**src/design/veiu_consts.svh**
```systemverilog
// Constants of the vectored external interrupt unit
`ifndef VEIU_CONSTS_SVH
`define VEIU_CONSTS_SVH
`define VEIU_VEC_RESET   5'h00
`define VEIU_VEC_EXT     5'h01
`define VEIU_VEC_PC0     5'h02
`define VEIU_VEC_PC1     5'h03
`define VEIU_VEC_WDT     5'h04
`define VEIU_VEC_T1CAPT  5'h05
`define VEIU_VEC_T1CMPA  5'h06
`define VEIU_VEC_T1CMPB  5'h07
`define VEIU_VEC_T1OVF   5'h08
`define VEIU_VEC_T0CMPA  5'h09
`define VEIU_VEC_T0CMPB  5'h0a
`define VEIU_VEC_T0OVF   5'h0b
`define VEIU_VEC_ACOMP   5'h0c
`define VEIU_VEC_CONV    5'h0d
`define VEIU_VEC_EERDY   5'h0e
`define VEIU_VEC_SERSTA  5'h0f
`define VEIU_VEC_SEROVF  5'h10
`define VEIU_OFF_MCUCTL  12'h000
`define VEIU_OFF_ENABLE  12'h004
`define VEIU_OFF_FLAGS   12'h008
`define VEIU_OFF_MASKHI  12'h00c
`define VEIU_OFF_MASKLO  12'h010
`define VEIU_OFF_STATUS  12'h014
`define VEIU_BIT_EXT     6
`define VEIU_BIT_PC1     5
`define VEIU_BIT_PC0     4
`define VEIU_SENSE_LOW   2'h0
`define VEIU_SENSE_ANY   2'h1
`define VEIU_SENSE_FALL  2'h2
`define VEIU_SENSE_RISE  2'h3
`define VEIU_RST_SENSE   2'h0
`define VEIU_RST_MASKLO  8'h00
`define VEIU_RST_MASKHI  4'h0
`define VEIU_PC_W        12
`define VEIU_PC_LO       8
`define VEIU_NSRC        16
`endif

```
**src/design/veiu_pkg.sv**
```systemverilog
// Types of the vectored external interrupt unit
package veiu_pkg;
  typedef logic [1:0] veiu_sense_t;
  typedef logic [4:0] veiu_vec_t;
  typedef logic [3:0] veiu_idx_t;
  typedef enum logic {VEIU_BOOT, VEIU_RUN} veiu_state_t;
endpackage : veiu_pkg

```
**src/design/veiu_det_if.sv**
```systemverilog
// Carrier between the controller and the pin detector
`timescale 1ns/1ps
`include "veiu_consts.svh"
interface veiu_det_if;
  logic                        ext_pin;
  logic [`VEIU_PC_W-1:0]       pc_pins;
  logic [`VEIU_PC_LO-1:0]      mask_low;
  logic [`VEIU_PC_W-`VEIU_PC_LO-1:0] mask_high;
  veiu_pkg::veiu_sense_t       sense;
  logic                        io_en;
  logic                        ext_set;
  logic                        pc0_set;
  logic                        pc1_set;
  logic                        level_low;
  modport det (input ext_pin, pc_pins, mask_low, mask_high, sense, io_en,
               output ext_set, pc0_set, pc1_set, level_low);
  modport ctl (output ext_pin, pc_pins, mask_low, mask_high, sense, io_en,
               input ext_set, pc0_set, pc1_set, level_low);
endinterface : veiu_det_if

```
**src/design/veiu_detect.sv**
```systemverilog
// Pin change, edge and level detector
`timescale 1ns/1ps
`include "veiu_consts.svh"
module veiu_detect (
  input  wire logic CLK,
  input  wire logic SYS_RST,
  veiu_det_if.det   dif
);
  logic [`VEIU_PC_W-1:0] prev_pc_ff;
  logic [`VEIU_PC_W-1:0] nxt_prev_pc;
  logic                  prev_ext_ff;
  logic                  nxt_prev_ext;
  logic                  primed_ff;
  logic                  nxt_primed;
  logic [`VEIU_PC_W-1:0] toggle;
  logic                  rise;
  logic                  fall;

  always_comb begin
    // Pin change path runs regardless of the I/O clock gate
    nxt_prev_pc  = dif.pc_pins;
    nxt_primed   = 1'b1;
    toggle       = primed_ff ? (dif.pc_pins ^ prev_pc_ff) : '0;
    dif.pc0_set  = |(toggle[`VEIU_PC_LO-1:0] & dif.mask_low);
    dif.pc1_set  = |(toggle[`VEIU_PC_W-1:`VEIU_PC_LO] & dif.mask_high);
    // Edge sampling only advances while the I/O clock runs
    nxt_prev_ext = dif.io_en ? dif.ext_pin : prev_ext_ff;
    rise         = dif.io_en & primed_ff & dif.ext_pin & ~prev_ext_ff;
    fall         = dif.io_en & primed_ff & ~dif.ext_pin & prev_ext_ff;
    case (dif.sense)
      `VEIU_SENSE_ANY:  dif.ext_set = rise | fall;
      `VEIU_SENSE_FALL: dif.ext_set = fall;
      `VEIU_SENSE_RISE: dif.ext_set = rise;
      default:          dif.ext_set = 1'b0;
    endcase
    dif.level_low = ~dif.ext_pin;
  end

  always_ff @(posedge CLK) begin
    if (SYS_RST) begin
      prev_pc_ff  <= '0;
      prev_ext_ff <= 1'b0;
      primed_ff   <= 1'b0;
    end else begin
      prev_pc_ff  <= nxt_prev_pc;
      prev_ext_ff <= nxt_prev_ext;
      primed_ff   <= nxt_primed;
    end
  end
endmodule : veiu_detect

```
**src/design/veiu_top.sv**
```systemverilog
// Vectored external interrupt unit with APB register file
//
// Functional notes
// Any reset fetches vector 0x0000
// External, group0, group1 vectors at 0x0001..0x0003
// 16-bit timer vectors at 0x0005..0x0008
// 8-bit timer vectors at 0x0009..0x000B
// Remaining sources take the leftover slots in order
// Unused vectors may hold code if never enabled
// Interrupts fire even when pins drive outputs
// Group0 requests on any enabled input 7..0 toggle
// Group1 requests on any enabled input 11..8 toggle
// Per-pin masks select contributing inputs
// Pin change detection works without I/O clock
// External pin triggers on edge or level
// Low level requests while pin stays low
// Edge detection needs I/O clock running
// Low level detection works without I/O clock
// I/O clock stops in all sleep except idle
// Wake level must outlast start-up delay
// Level gone before start-up: no level request
// Sense codes: low, change, falling, rising
// Pulses over one clock reliably request
// Flags clear on vector taken or written one
`timescale 1ns/1ps
`include "veiu_consts.svh"
module veiu_top #(
  parameter int PC_WIDTH = `VEIU_PC_W,
  parameter int PC_LOW   = `VEIU_PC_LO
) (
  input  wire logic        CLK,
  input  wire logic        SYS_RST,
  input  wire logic        PSEL,
  input  wire logic        PENABLE,
  input  wire logic        PWRITE,
  input  wire logic [11:0] PADDR,
  input  wire logic [31:0] PWDATA,
  output logic      [31:0] PRDATA,
  output logic             PREADY,
  output logic             PSLVERR,
  input  wire logic        EXT_PIN,
  input  wire logic [11:0] PC_PINS,
  input  wire logic [12:0] SRC_REQ,
  input  wire logic        CORE_IEN,
  input  wire logic        CORE_ACK,
  input  wire logic        CORE_SLEEP,
  input  wire logic        SLEEP_IDLE,
  output logic             IRQ_REQ,
  output logic      [4:0]  IRQ_VECTOR,
  output logic             WAKE
);
  generate
    if (PC_WIDTH != `VEIU_PC_W || PC_LOW != `VEIU_PC_LO) begin : g_chk
      $error("veiu_top: pin change widths must be 12 inputs split at 8");
    end
  endgenerate

  veiu_det_if dif ();

  veiu_pkg::veiu_sense_t      sense_ff;
  veiu_pkg::veiu_sense_t      nxt_sense;
  logic                       en_ext_ff;
  logic                       nxt_en_ext;
  logic                       en_pc0_ff;
  logic                       nxt_en_pc0;
  logic                       en_pc1_ff;
  logic                       nxt_en_pc1;
  logic                       flag_ext_ff;
  logic                       nxt_flag_ext;
  logic                       flag_pc0_ff;
  logic                       nxt_flag_pc0;
  logic                       flag_pc1_ff;
  logic                       nxt_flag_pc1;
  logic [7:0]                 mask_lo_ff;
  logic [7:0]                 nxt_mask_lo;
  logic [3:0]                 mask_hi_ff;
  logic [3:0]                 nxt_mask_hi;
  logic [31:0]                prdata_ff;
  logic [31:0]                nxt_prdata;
  logic                       slverr_ff;
  logic                       nxt_slverr;
  veiu_pkg::veiu_state_t      state_ff;
  veiu_pkg::veiu_state_t      nxt_state;
  logic                       req_ff;
  logic                       nxt_req;
  veiu_pkg::veiu_vec_t        vec_ff;
  veiu_pkg::veiu_vec_t        nxt_vec;
  logic                       wake_ff;
  logic                       nxt_wake;
  logic                       setup;
  logic                       wr;
  logic                       level_mode;
  logic                       taken;
  logic [`VEIU_NSRC-1:0]      pend;
  veiu_pkg::veiu_idx_t        win;
  logic                       mapped;
  logic [31:0]                rd_val;

  // Slot address of each source, lowest index is highest priority
  function automatic veiu_pkg::veiu_vec_t veiu_vec_of(input veiu_pkg::veiu_idx_t idx);
    case (idx)
      4'h0:    veiu_vec_of = `VEIU_VEC_EXT;
      4'h1:    veiu_vec_of = `VEIU_VEC_PC0;
      4'h2:    veiu_vec_of = `VEIU_VEC_PC1;
      4'h3:    veiu_vec_of = `VEIU_VEC_WDT;
      4'h4:    veiu_vec_of = `VEIU_VEC_T1CAPT;
      4'h5:    veiu_vec_of = `VEIU_VEC_T1CMPA;
      4'h6:    veiu_vec_of = `VEIU_VEC_T1CMPB;
      4'h7:    veiu_vec_of = `VEIU_VEC_T1OVF;
      4'h8:    veiu_vec_of = `VEIU_VEC_T0CMPA;
      4'h9:    veiu_vec_of = `VEIU_VEC_T0CMPB;
      4'ha:    veiu_vec_of = `VEIU_VEC_T0OVF;
      4'hb:    veiu_vec_of = `VEIU_VEC_ACOMP;
      4'hc:    veiu_vec_of = `VEIU_VEC_CONV;
      4'hd:    veiu_vec_of = `VEIU_VEC_EERDY;
      4'he:    veiu_vec_of = `VEIU_VEC_SERSTA;
      default: veiu_vec_of = `VEIU_VEC_SEROVF;
    endcase
  endfunction : veiu_vec_of

  // True when the vector just taken belongs to the given slot
  function automatic logic veiu_took(input logic tk, input veiu_pkg::veiu_vec_t v,
                                     input veiu_pkg::veiu_vec_t slot);
    veiu_took = tk & (v == slot);
  endfunction : veiu_took

  assign dif.ext_pin   = EXT_PIN;
  assign dif.pc_pins   = PC_PINS;
  assign dif.mask_low  = mask_lo_ff;
  assign dif.mask_high = mask_hi_ff;
  assign dif.sense     = sense_ff;
  assign dif.io_en     = ~CORE_SLEEP | SLEEP_IDLE;

  veiu_detect u_detect (
    .CLK     (CLK),
    .SYS_RST (SYS_RST),
    .dif     (dif)
  );

  assign setup      = PSEL & ~PENABLE;
  assign wr         = PSEL & PENABLE & PWRITE;
  assign level_mode = (sense_ff == `VEIU_SENSE_LOW);
  assign taken      = CORE_ACK & req_ff & (state_ff == veiu_pkg::VEIU_RUN);

  // Register read mux and address decode
  always_comb begin
    rd_val = '0;
    mapped = 1'b1;
    case (PADDR)
      `VEIU_OFF_MCUCTL: rd_val[1:0] = sense_ff;
      `VEIU_OFF_ENABLE: begin
        rd_val[`VEIU_BIT_EXT] = en_ext_ff;
        rd_val[`VEIU_BIT_PC1] = en_pc1_ff;
        rd_val[`VEIU_BIT_PC0] = en_pc0_ff;
      end
      `VEIU_OFF_FLAGS: begin
        rd_val[`VEIU_BIT_EXT] = flag_ext_ff;
        rd_val[`VEIU_BIT_PC1] = flag_pc1_ff;
        rd_val[`VEIU_BIT_PC0] = flag_pc0_ff;
      end
      `VEIU_OFF_MASKHI: rd_val[3:0] = mask_hi_ff;
      `VEIU_OFF_MASKLO: rd_val[7:0] = mask_lo_ff;
      `VEIU_OFF_STATUS: rd_val = {11'h000, PC_PINS, EXT_PIN, req_ff, vec_ff, 2'h0};
      default:          mapped = 1'b0;
    endcase
  end

  // Register file next state
  always_comb begin
    nxt_sense   = sense_ff;
    nxt_en_ext  = en_ext_ff;
    nxt_en_pc0  = en_pc0_ff;
    nxt_en_pc1  = en_pc1_ff;
    nxt_mask_lo = mask_lo_ff;
    nxt_mask_hi = mask_hi_ff;
    nxt_prdata  = prdata_ff;
    nxt_slverr  = slverr_ff;
    if (setup) begin
      nxt_prdata = PWRITE ? 32'h0000_0000 : rd_val;
      nxt_slverr = ~mapped;
    end
    if (wr) begin
      case (PADDR)
        `VEIU_OFF_MCUCTL: nxt_sense = PWDATA[1:0];
        `VEIU_OFF_ENABLE: begin
          nxt_en_ext = PWDATA[`VEIU_BIT_EXT];
          nxt_en_pc1 = PWDATA[`VEIU_BIT_PC1];
          nxt_en_pc0 = PWDATA[`VEIU_BIT_PC0];
        end
        `VEIU_OFF_MASKHI: nxt_mask_hi = PWDATA[3:0];
        `VEIU_OFF_MASKLO: nxt_mask_lo = PWDATA[7:0];
        default:          nxt_mask_lo = mask_lo_ff;
      endcase
    end
  end

  // Flags: hardware set wins over software or vector clear
  always_comb begin
    logic w1c;
    w1c          = wr & (PADDR == `VEIU_OFF_FLAGS);
    nxt_flag_ext = dif.ext_set | (flag_ext_ff & ~(w1c & PWDATA[`VEIU_BIT_EXT])
                   & ~veiu_took(taken, vec_ff, `VEIU_VEC_EXT));
    nxt_flag_pc0 = dif.pc0_set | (flag_pc0_ff & ~(w1c & PWDATA[`VEIU_BIT_PC0])
                   & ~veiu_took(taken, vec_ff, `VEIU_VEC_PC0));
    nxt_flag_pc1 = dif.pc1_set | (flag_pc1_ff & ~(w1c & PWDATA[`VEIU_BIT_PC1])
                   & ~veiu_took(taken, vec_ff, `VEIU_VEC_PC1));
    // Level mode keeps the external flag clear
    if (level_mode) begin
      nxt_flag_ext = 1'b0;
    end
  end

  // Pending sources and priority pick
  always_comb begin
    // Level request follows the live pin, so a vanished level makes none
    pend[0] = en_ext_ff & (level_mode ? dif.level_low : flag_ext_ff);
    pend[1] = en_pc0_ff & flag_pc0_ff;
    pend[2] = en_pc1_ff & flag_pc1_ff;
    pend[`VEIU_NSRC-1:3] = SRC_REQ;
    win = 4'hf;
    for (int i = `VEIU_NSRC - 1; i >= 0; i--) begin
      if (pend[i]) begin
        win = 4'(i);
      end
    end
  end

  // Vector sequencing
  always_comb begin
    nxt_state = state_ff;
    nxt_req   = 1'b0;
    nxt_vec   = `VEIU_VEC_RESET;
    nxt_wake  = (en_ext_ff & level_mode & dif.level_low)
              | (en_pc0_ff & (dif.pc0_set | flag_pc0_ff))
              | (en_pc1_ff & (dif.pc1_set | flag_pc1_ff))
              | (en_ext_ff & flag_ext_ff);
    case (state_ff)
      veiu_pkg::VEIU_BOOT: begin
        nxt_req = ~CORE_ACK;
        nxt_vec = `VEIU_VEC_RESET;
        if (CORE_ACK) begin
          nxt_state = veiu_pkg::VEIU_RUN;
        end
      end
      veiu_pkg::VEIU_RUN: begin
        // A taken vector drops the request for one cycle to let flags settle
        nxt_req = CORE_IEN & (|pend) & ~taken;
        nxt_vec = (|pend) ? veiu_vec_of(win) : vec_ff;
      end
      default: begin
        nxt_state = veiu_pkg::VEIU_BOOT;
      end
    endcase
  end

  always_ff @(posedge CLK) begin
    if (SYS_RST) begin
      sense_ff    <= `VEIU_RST_SENSE;
      en_ext_ff   <= 1'b0;
      en_pc0_ff   <= 1'b0;
      en_pc1_ff   <= 1'b0;
      flag_ext_ff <= 1'b0;
      flag_pc0_ff <= 1'b0;
      flag_pc1_ff <= 1'b0;
      mask_lo_ff  <= `VEIU_RST_MASKLO;
      mask_hi_ff  <= `VEIU_RST_MASKHI;
      prdata_ff   <= 32'h0000_0000;
      slverr_ff   <= 1'b0;
      state_ff    <= veiu_pkg::VEIU_BOOT;
      req_ff      <= 1'b1;
      vec_ff      <= `VEIU_VEC_RESET;
      wake_ff     <= 1'b0;
    end else begin
      sense_ff    <= nxt_sense;
      en_ext_ff   <= nxt_en_ext;
      en_pc0_ff   <= nxt_en_pc0;
      en_pc1_ff   <= nxt_en_pc1;
      flag_ext_ff <= nxt_flag_ext;
      flag_pc0_ff <= nxt_flag_pc0;
      flag_pc1_ff <= nxt_flag_pc1;
      mask_lo_ff  <= nxt_mask_lo;
      mask_hi_ff  <= nxt_mask_hi;
      prdata_ff   <= nxt_prdata;
      slverr_ff   <= nxt_slverr;
      state_ff    <= nxt_state;
      req_ff      <= nxt_req;
      vec_ff      <= nxt_vec;
      wake_ff     <= nxt_wake;
    end
  end

  assign PRDATA     = prdata_ff;
  assign PREADY     = PSEL & PENABLE;
  assign PSLVERR    = PSEL & PENABLE & slverr_ff;
  assign IRQ_REQ    = req_ff;
  assign IRQ_VECTOR = vec_ff;
  assign WAKE       = wake_ff;
endmodule : veiu_top

```
**config.mk**
```make
export PLATFORM = sky130hd
export DESIGN_NAME = veiu_top
export DESIGN_NICKNAME = d
export VERILOG_FILES = /design/src/design/veiu_pkg.sv /design/src/design/veiu_det_if.sv /design/src/design/veiu_detect.sv /design/src/design/veiu_top.sv
export VERILOG_INCLUDE_DIRS = /design/src /design/src/design
export SDC_FILE = /design/constraint.sdc
export NUM_CORES = 1
export LEC_CHECK = 0
export ABC_AREA = 1
export BUFFER_PORTS_ARGS = -buffer_cell sky130_fd_sc_hd__buf_2
export CORE_MARGIN = 2
export CORE_UTILIZATION = 40
export DETAILED_ROUTE_END_ITERATION = 7
export PLACE_DENSITY = 0.74
export REMOVE_ABC_BUFFERS = 1
export SLEW_MARGIN = 15
export SYNTH_ARGS = -nofsm -noshare
export SYNTH_HDL_FRONTEND = slang
export SYNTH_SLANG_ARGS = --single-unit
export TNS_END_PERCENT = 5
```
**constraint.sdc**
```tcl
create_clock -name CLK -period 1.54 [get_ports CLK]
set_input_delay 0.077 -clock CLK [delete_from_list [all_inputs] [get_ports CLK]]
set_output_delay 0.077 -clock CLK [all_outputs]
set_load 0.02 [all_outputs]
```
[Yosys cells after proc, flatten, opt, wreduce, memory -nomap -nowiden]
Memories as Yosys holds them, arrays and structs flattened.
Index checks and enable logic that the tools add are counted.
Word-level totals
  ROM bits: 80
  input port bits: 79
  logic and storage cells: 134
  memories kept: 1
  register bits after elaboration: 75
Memories
  (no name shown): depth 16, width 5, rd ports 1, clocked after Yosys merged registers in 0, wr ports 0, line veiu_top.sv:101  | case (idx)
Cells by class
  reductions and logical operators: 11
  equal/unequal tests: 12
  mux-type cells: 31
  bitwise gates (word level): 61
Operators with widths (count)
  4-bit two-way mux: 14
  1-bit AND: 34
  32-bit two-way mux: 1
  12-bit by 4-bit == test with 1-bit output (second input constant): 2
  12-bit by 5-bit == test with 1-bit output (second input constant): 2
  16-bit OR reduction: 1
  1-bit NOT: 14
  13-bit two-way mux: 1
  12-bit by 3-bit == test with 1-bit output (second input constant): 1
  12-bit zero test: 1
  12-bit two-way mux: 1
  2-bit case mux with 3 select lines: 2
  3-bit case mux with 4 select lines: 1
  12-bit XOR: 1
  5-bit by 2-bit == test with 1-bit output (second input constant): 2
  1-bit OR: 10
  5-bit case mux with 2 select lines: 1
  8-bit AND: 1
  2-bit AND reduction: 4
  8-bit OR reduction: 1
  1-bit two-way mux: 6
  6-bit OR reduction: 1
  5-bit by 1-bit == test with 1-bit output (second input constant): 1
  5-bit two-way mux: 1
  9 further kinds: 11

[Longest topological paths before layout]
An unclocked memory read counts as a cell.
  word-level depth: 18
  depth in mapped cells: 21
  depth with buffers taken out: 21

[Modules after synthesis]
A second synthesis with hierarchy kept.
Second synthesis, totals
  cells, all modules: 475
  area, all modules: 3220.6 um^2
Modules (own cells, without submodules)
  veiu_top: times used 1, cells an instance 371, area an instance 2533.7 um^2
  veiu_detect: times used 1, cells an instance 104, area an instance 686.9 um^2

[Least setup slack after synthesis]
No wires, ideal clock.
  path kind: reg2reg
  from: register sense_ff[1], in the netlist dif.sense[1]
  to: register vec_ff[3], in the netlist IRQ_VECTOR[3]
  stages on the path, launching flop included: 9
  arrival: 1457 ps
  required time: 1414 ps
  path slack: -42 ps
  library setup time: 126 ps
  period minus slack after synthesis: 1582 ps
  cell sequence: dfxtp_1 -> nor2_4 -> o21ai_4 -> a311oi_1 -> ha_1 -> nand2_1 -> o21ai_1 -> o21a_1 -> nor2_2
Between the ends
  longest elaborated chain between the ends: 7
  elaborated cells between the ends (all ways): 9
  those cells by class: eq/ne (1); mux (4); bitwise (1); reduce/logical (2); memory (1)
Ends and longest elaborated chain
  start: declaration: line veiu_top.sv:60  | veiu_pkg::veiu_sense_t sense_ff;
  start signal: assignment: line veiu_top.sv:258  | sense_ff <= `VEIU_RST_SENSE;
  start signal: assignment: line veiu_top.sv:274  | sense_ff <= nxt_sense;
  2-bit zero test (no source line) (*)
  1-bit two-way mux (*): line veiu_top.sv:216  | pend[0] = en_ext_ff & (level_mode ? dif.level_low : flag_ext_ff);
  1-bit AND (*): line veiu_top.sv:216
  4-bit two-way mux: line veiu_top.sv:222  | if (pend[i]) begin
  memory read 16 x 5 bit
  5-bit two-way mux: line veiu_top.sv:248  | nxt_vec = (|pend) ? veiu_vec_of(win) : vec_ff;
  5-bit case mux with 2 select lines: line veiu_top.sv:237  | case (state_ff)
  end signal: assignment: line veiu_top.sv:271  | vec_ff <= `VEIU_VEC_RESET;
  end signal: assignment: line veiu_top.sv:287  | vec_ff <= nxt_vec;
  end: declaration: line veiu_top.sv:86  | veiu_pkg::veiu_vec_t vec_ff;
Mark *: on every way between the ends. The rest lies on a longest branch, timed or not. The select of a mux whose other input is x is not followed.
A chain may end at the register's enable or synchronous reset.

[Worst setup path after layout]
Ends and elaborated chain as after synthesis.

==> impl_results.md <==
* Synth warnings at 0
* DRC violations left at 0
* EDFF count, synth at 0
* FF-to-FF path depth at 8
* Fin worst setup slack at -75.82 ps
* Max Root-Sink Buffers at 2
* Cells along the critical path: nor2_4 > o21ai_4 > a311oi_2 > ha_1 > nand2_2 > o21ai_1 > o21a_1 > nor2_2
* Cell-internal power at 2.593 mW
* Initial Utilization at 0.4171
* Die Span X at 94.24 µm
* Sequential power share at 0.479
* Worst slew pin tran at 552.9 ps
* I/O pin count at 120
* DRT Pass-1 Iters at 4
* Vias per cell at 5.073
* P per Cell Area at 831.8 nW/µm²
* Synth-to-layout area growth at 31.19%
* Switching Share at 0.2705
* GRT overflow at 0
* Fin nets at 630
* Leakage Power at 1.884 nW
* Antenna Nets Post-Route at 0
* Sequential area share after synthesis at 0.3934
* Number of synthesized register bits at 64
* Sum of buffers and inverters on the critical path at 0
* Combinational Power Share at 0.116
* Overall Global Routing Usage at 0.2082
* ANT cells at 0
* Die area at 8880 µm²
* Distinct cell type count after synthesis at 45
* CTS H-tree depth at 3
* Die Y at 94.24 µm
* Status: finished, violations left
* Fmax at 0.6189 GHz
* Filler cells at 735
* DP Wirelength at 6689 µm
* CTS Buf Count at 9
* Worst R2R Start: dif.sense[1]$_SDFFE_PP0P_
* Slew HR at 0.6314
* Hold Path Class: in -> reg
* GP Congestion at 0.9048
* Levels on crit path at 8
* R2R Setup Slk at -80 ps
* CP max FO at 4
* Clock power frac at 0.405
* Critical path's largest stage delay at 340 ps
* Vias in the first global route at 3188
* CP Capture Type: flip-flop
* Crit-path slowest cell: dfxtp_2
* Avg WL per Cell at 13.81 µm
* MaxCap Viol Count at 0
* Worst Hold End: dif.mask_low[7]$_SDFFE_PP0P_
* Initial antenna violation count at 0
* Commonest non-fill, non-tap cell in the layout: buf_2
* Asr flop ratio synth at 0
* Net Switching at 0.9612 mW
* Slew Limit Fails at 0
* Cell family with most CP delay: compound AO/OA/AOI/OAI gates
* Worst-path clk slew at 70 ps
* Kind of critical path: reg -> reg
* RSZ-0062 raised after global routing: yes
* Setup Total Neg Slack at -75.82 ps
* CTS tree: built
* Clock latency at the later pin of the worst-skew pair at 350 ps
* Critical Path RT at 1750 ps
* Initial DRC Count at 210
* R2r endpoint: IRQ_VECTOR[3]$_SDFFE_PP0P_
* Root Buffer: clkbuf_8
* Pin count of the biggest net entering global routing at 49
* Syn Inst Count at 429
* Period minus WS final at 1616 ps
* Fraction of layout cells with a size suffix above 1 at 0.3231
* Setup Skew at 8.784 ps
* Commonest cells after routing, fill and taps aside: 84 x buf_2, 61 x dfxtp_1, 59 x inv_1
* Mapped cell area at 3257 µm²
* Syn Area/Cell at 7.592 µm²
* Core box area at 7807 µm²
* Setup Viol. Count Final at 1
* Hold Crit Start: PWDATA[7]
* Worst EP arrival at 1830 ps
* Total Power at 3.554 mW
* Worst vdd ir at 0.4103 mV
* Fin. Hold Viols at 0
* Hold path depth at 3
* Utilization after layout at 0.5473
* CP Launch Type: flip-flop
* Top_reg_cell synth: dfxtp_1
* Violated checks: setup timing
* DR vias at 3328
* I/O Buffers at 84
* # clock sinks at 64
* Global-route wire length before repair at 14410 µm
* Routed wire length at 9061 µm
* Core Rows at 32
* Final Cycle Share at 1.049
## cells in the mapped netlist, types with 2 or more instances
master / n / share of area
o21ai_1: 3 / 0.0046
nor2_4: 5 / 0.017
nor2_2: 7 / 0.013
o221ai_1: 4 / 0.011
nor3_2: 3 / 0.0092
o31ai_1: 3 / 0.0069
a21o_1: 2 / 0.0046
ha_1: 2 / 0.0077
buf_4: 11 / 0.025
nand4_1: 7 / 0.013
dfxtp_1: 64 / 0.39
a211oi_1: 4 / 0.0092
a21oi_1: 39 / 0.060
buf_6: 2 / 0.0069
nor4_1: 2 / 0.0038
o22ai_1: 3 / 0.0058
o21a_1: 2 / 0.0046
inv_1: 59 / 0.068
o31ai_2: 10 / 0.038
inv_2: 6 / 0.0069
nand2_2: 9 / 0.017
o211ai_1: 2 / 0.0046
o21ai_0: 28 / 0.043
nand3_1: 33 / 0.051
nand3b_1: 2 / 0.0046
nand3_4: 2 / 0.011
nor2_1: 32 / 0.037
nand2_1: 57 / 0.066
clkbuf_1: 8 / 0.0092
nor3_1: 3 / 0.0046
## metrics by stage
step / instances / cell area, µm² / setup WS, ps / hold WS [ps]
after floorplan: 417 / 3154 / -25.75 / 143.9
after global placement: 622 / 3857 / -67.19 / 325.4
after detailed placement: 622 / 3857 / -177.3 / 338.5
after CTS: 655 / 4229 / -91.22 / 6.672
after global routing: 656 / 4273 / -174.9 / 16.90
final: 656 / 4273 / -75.82 / 17.71
## flip-flops by register name, summed over array words and instances, names as in the netlist
| signal | flops |
|---|---|
| IRQ_REQ | 1 |
| IRQ_VECTOR | 5 |
| PRDATA | 21 |
| WAKE | 1 |
| dif.mask_high | 4 |
| dif.mask_low | 8 |
| dif.sense | 2 |
| en_ext_ff | 1 |
| en_pc0_ff | 1 |
| en_pc1_ff | 1 |
| flag_ext_ff | 1 |
| flag_pc0_ff | 1 |
| flag_pc1_ff | 1 |
| slverr_ff | 1 |
| state_ff | 1 |
| u_detect.prev_ext_ff | 1 |
| u_detect.prev_pc_ff | 12 |
| u_detect.primed_ff | 1 |
## worst max path at each step
stage,endpoint,start,slack (ps)
floorplan,IRQ_VECTOR[3]$_SDFFE_PP0P_,dif.sense[1]$_SDFFE_PP0P_,-30
CTS,IRQ_VECTOR[3]$_SDFFE_PP0P_,dif.sense[0]$_SDFFE_PP0P_,-90
global route,IRQ_VECTOR[3]$_SDFFE_PP0P_,dif.sense[1]$_SDFFE_PP0P_,-170
global placement,IRQ_VECTOR[3]$_SDFFE_PP0P_,dif.sense[1]$_SDFFE_PP0P_,-70
finish,IRQ_VECTOR[3]$_SDFFE_PP0P_,dif.sense[1]$_SDFFE_PP0P_,-80
detailed placement,IRQ_VECTOR[3]$_SDFFE_PP0P_,dif.sense[1]$_SDFFE_PP0P_,-180
## kinds of logic after synthesis
kind of cell	count (synthesis)	share of synthesized area
buffers and inverters	89	0.1210
flip-flops	64	0.3934
adder cells (fa/ha/maj)	2	0.007682
AO/OA/AOI/OAI	107	0.2128
other	1	0.001151
XOR/XNOR	1	0.002690
AND/OR/NAND/NOR	165	0.2612
## routing by layer
layer	global-route usage	part of all wire	wire length (µm)	up-vias
met5	0	0	0	-
met4	0.09903	0.026	233	0
met3	0.03210	0.067	610	21
met2	0.3613	0.51	4593	120
met1	0.2502	0.40	3622	1524
li1	-	-	-	1663
## power groups by stage
| stage | Sequential (mW) | Combinational (mW) | Clock (mW) |
|---|---|---|---|
| 2_1_floorplan | 1.75 | 0.171 | 0 |
| 3_3_place_gp | 1.74 | 0.355 | 0 |
| 3_5_place_dp | 1.74 | 0.363 | 0 |
| 4_1_cts | 1.70 | 0.399 | 1.47 |
| 5_1_grt | 1.71 | 0.450 | 1.53 |
| 6_report | 1.70 | 0.411 | 1.44 |
## area by class of cell
class / instances / area, µm² / share of cell area
timing repair buffer: 121 / 749.5 / 0.1754
multi-input combinational: 286 / 1660 / 0.3886
clock inverter: 7 / 72.57 / 0.01698
sequential: 64 / 1285 / 0.3007
inverter: 67 / 254.0 / 0.05944
tap: 102 / 127.6 / 0.02987
clock buffer: 9 / 123.9 / 0.02899
## worst min-delay path, delay by kind of cell
kind | cells | cell delay [ps]
buffers and inverters | 1 | 70
AO/OA/AOI/OAI | 2 | 180
## timing repair
item,in CTS,in global routing
buffers inserted,3,1
hold buffers,14,0
pin swaps,7,7
hold endpoints to repair,14,0
endpoints found under the setup margin,4,8
gates resized for setup,4,10
(Power assumes the default switching activity.)
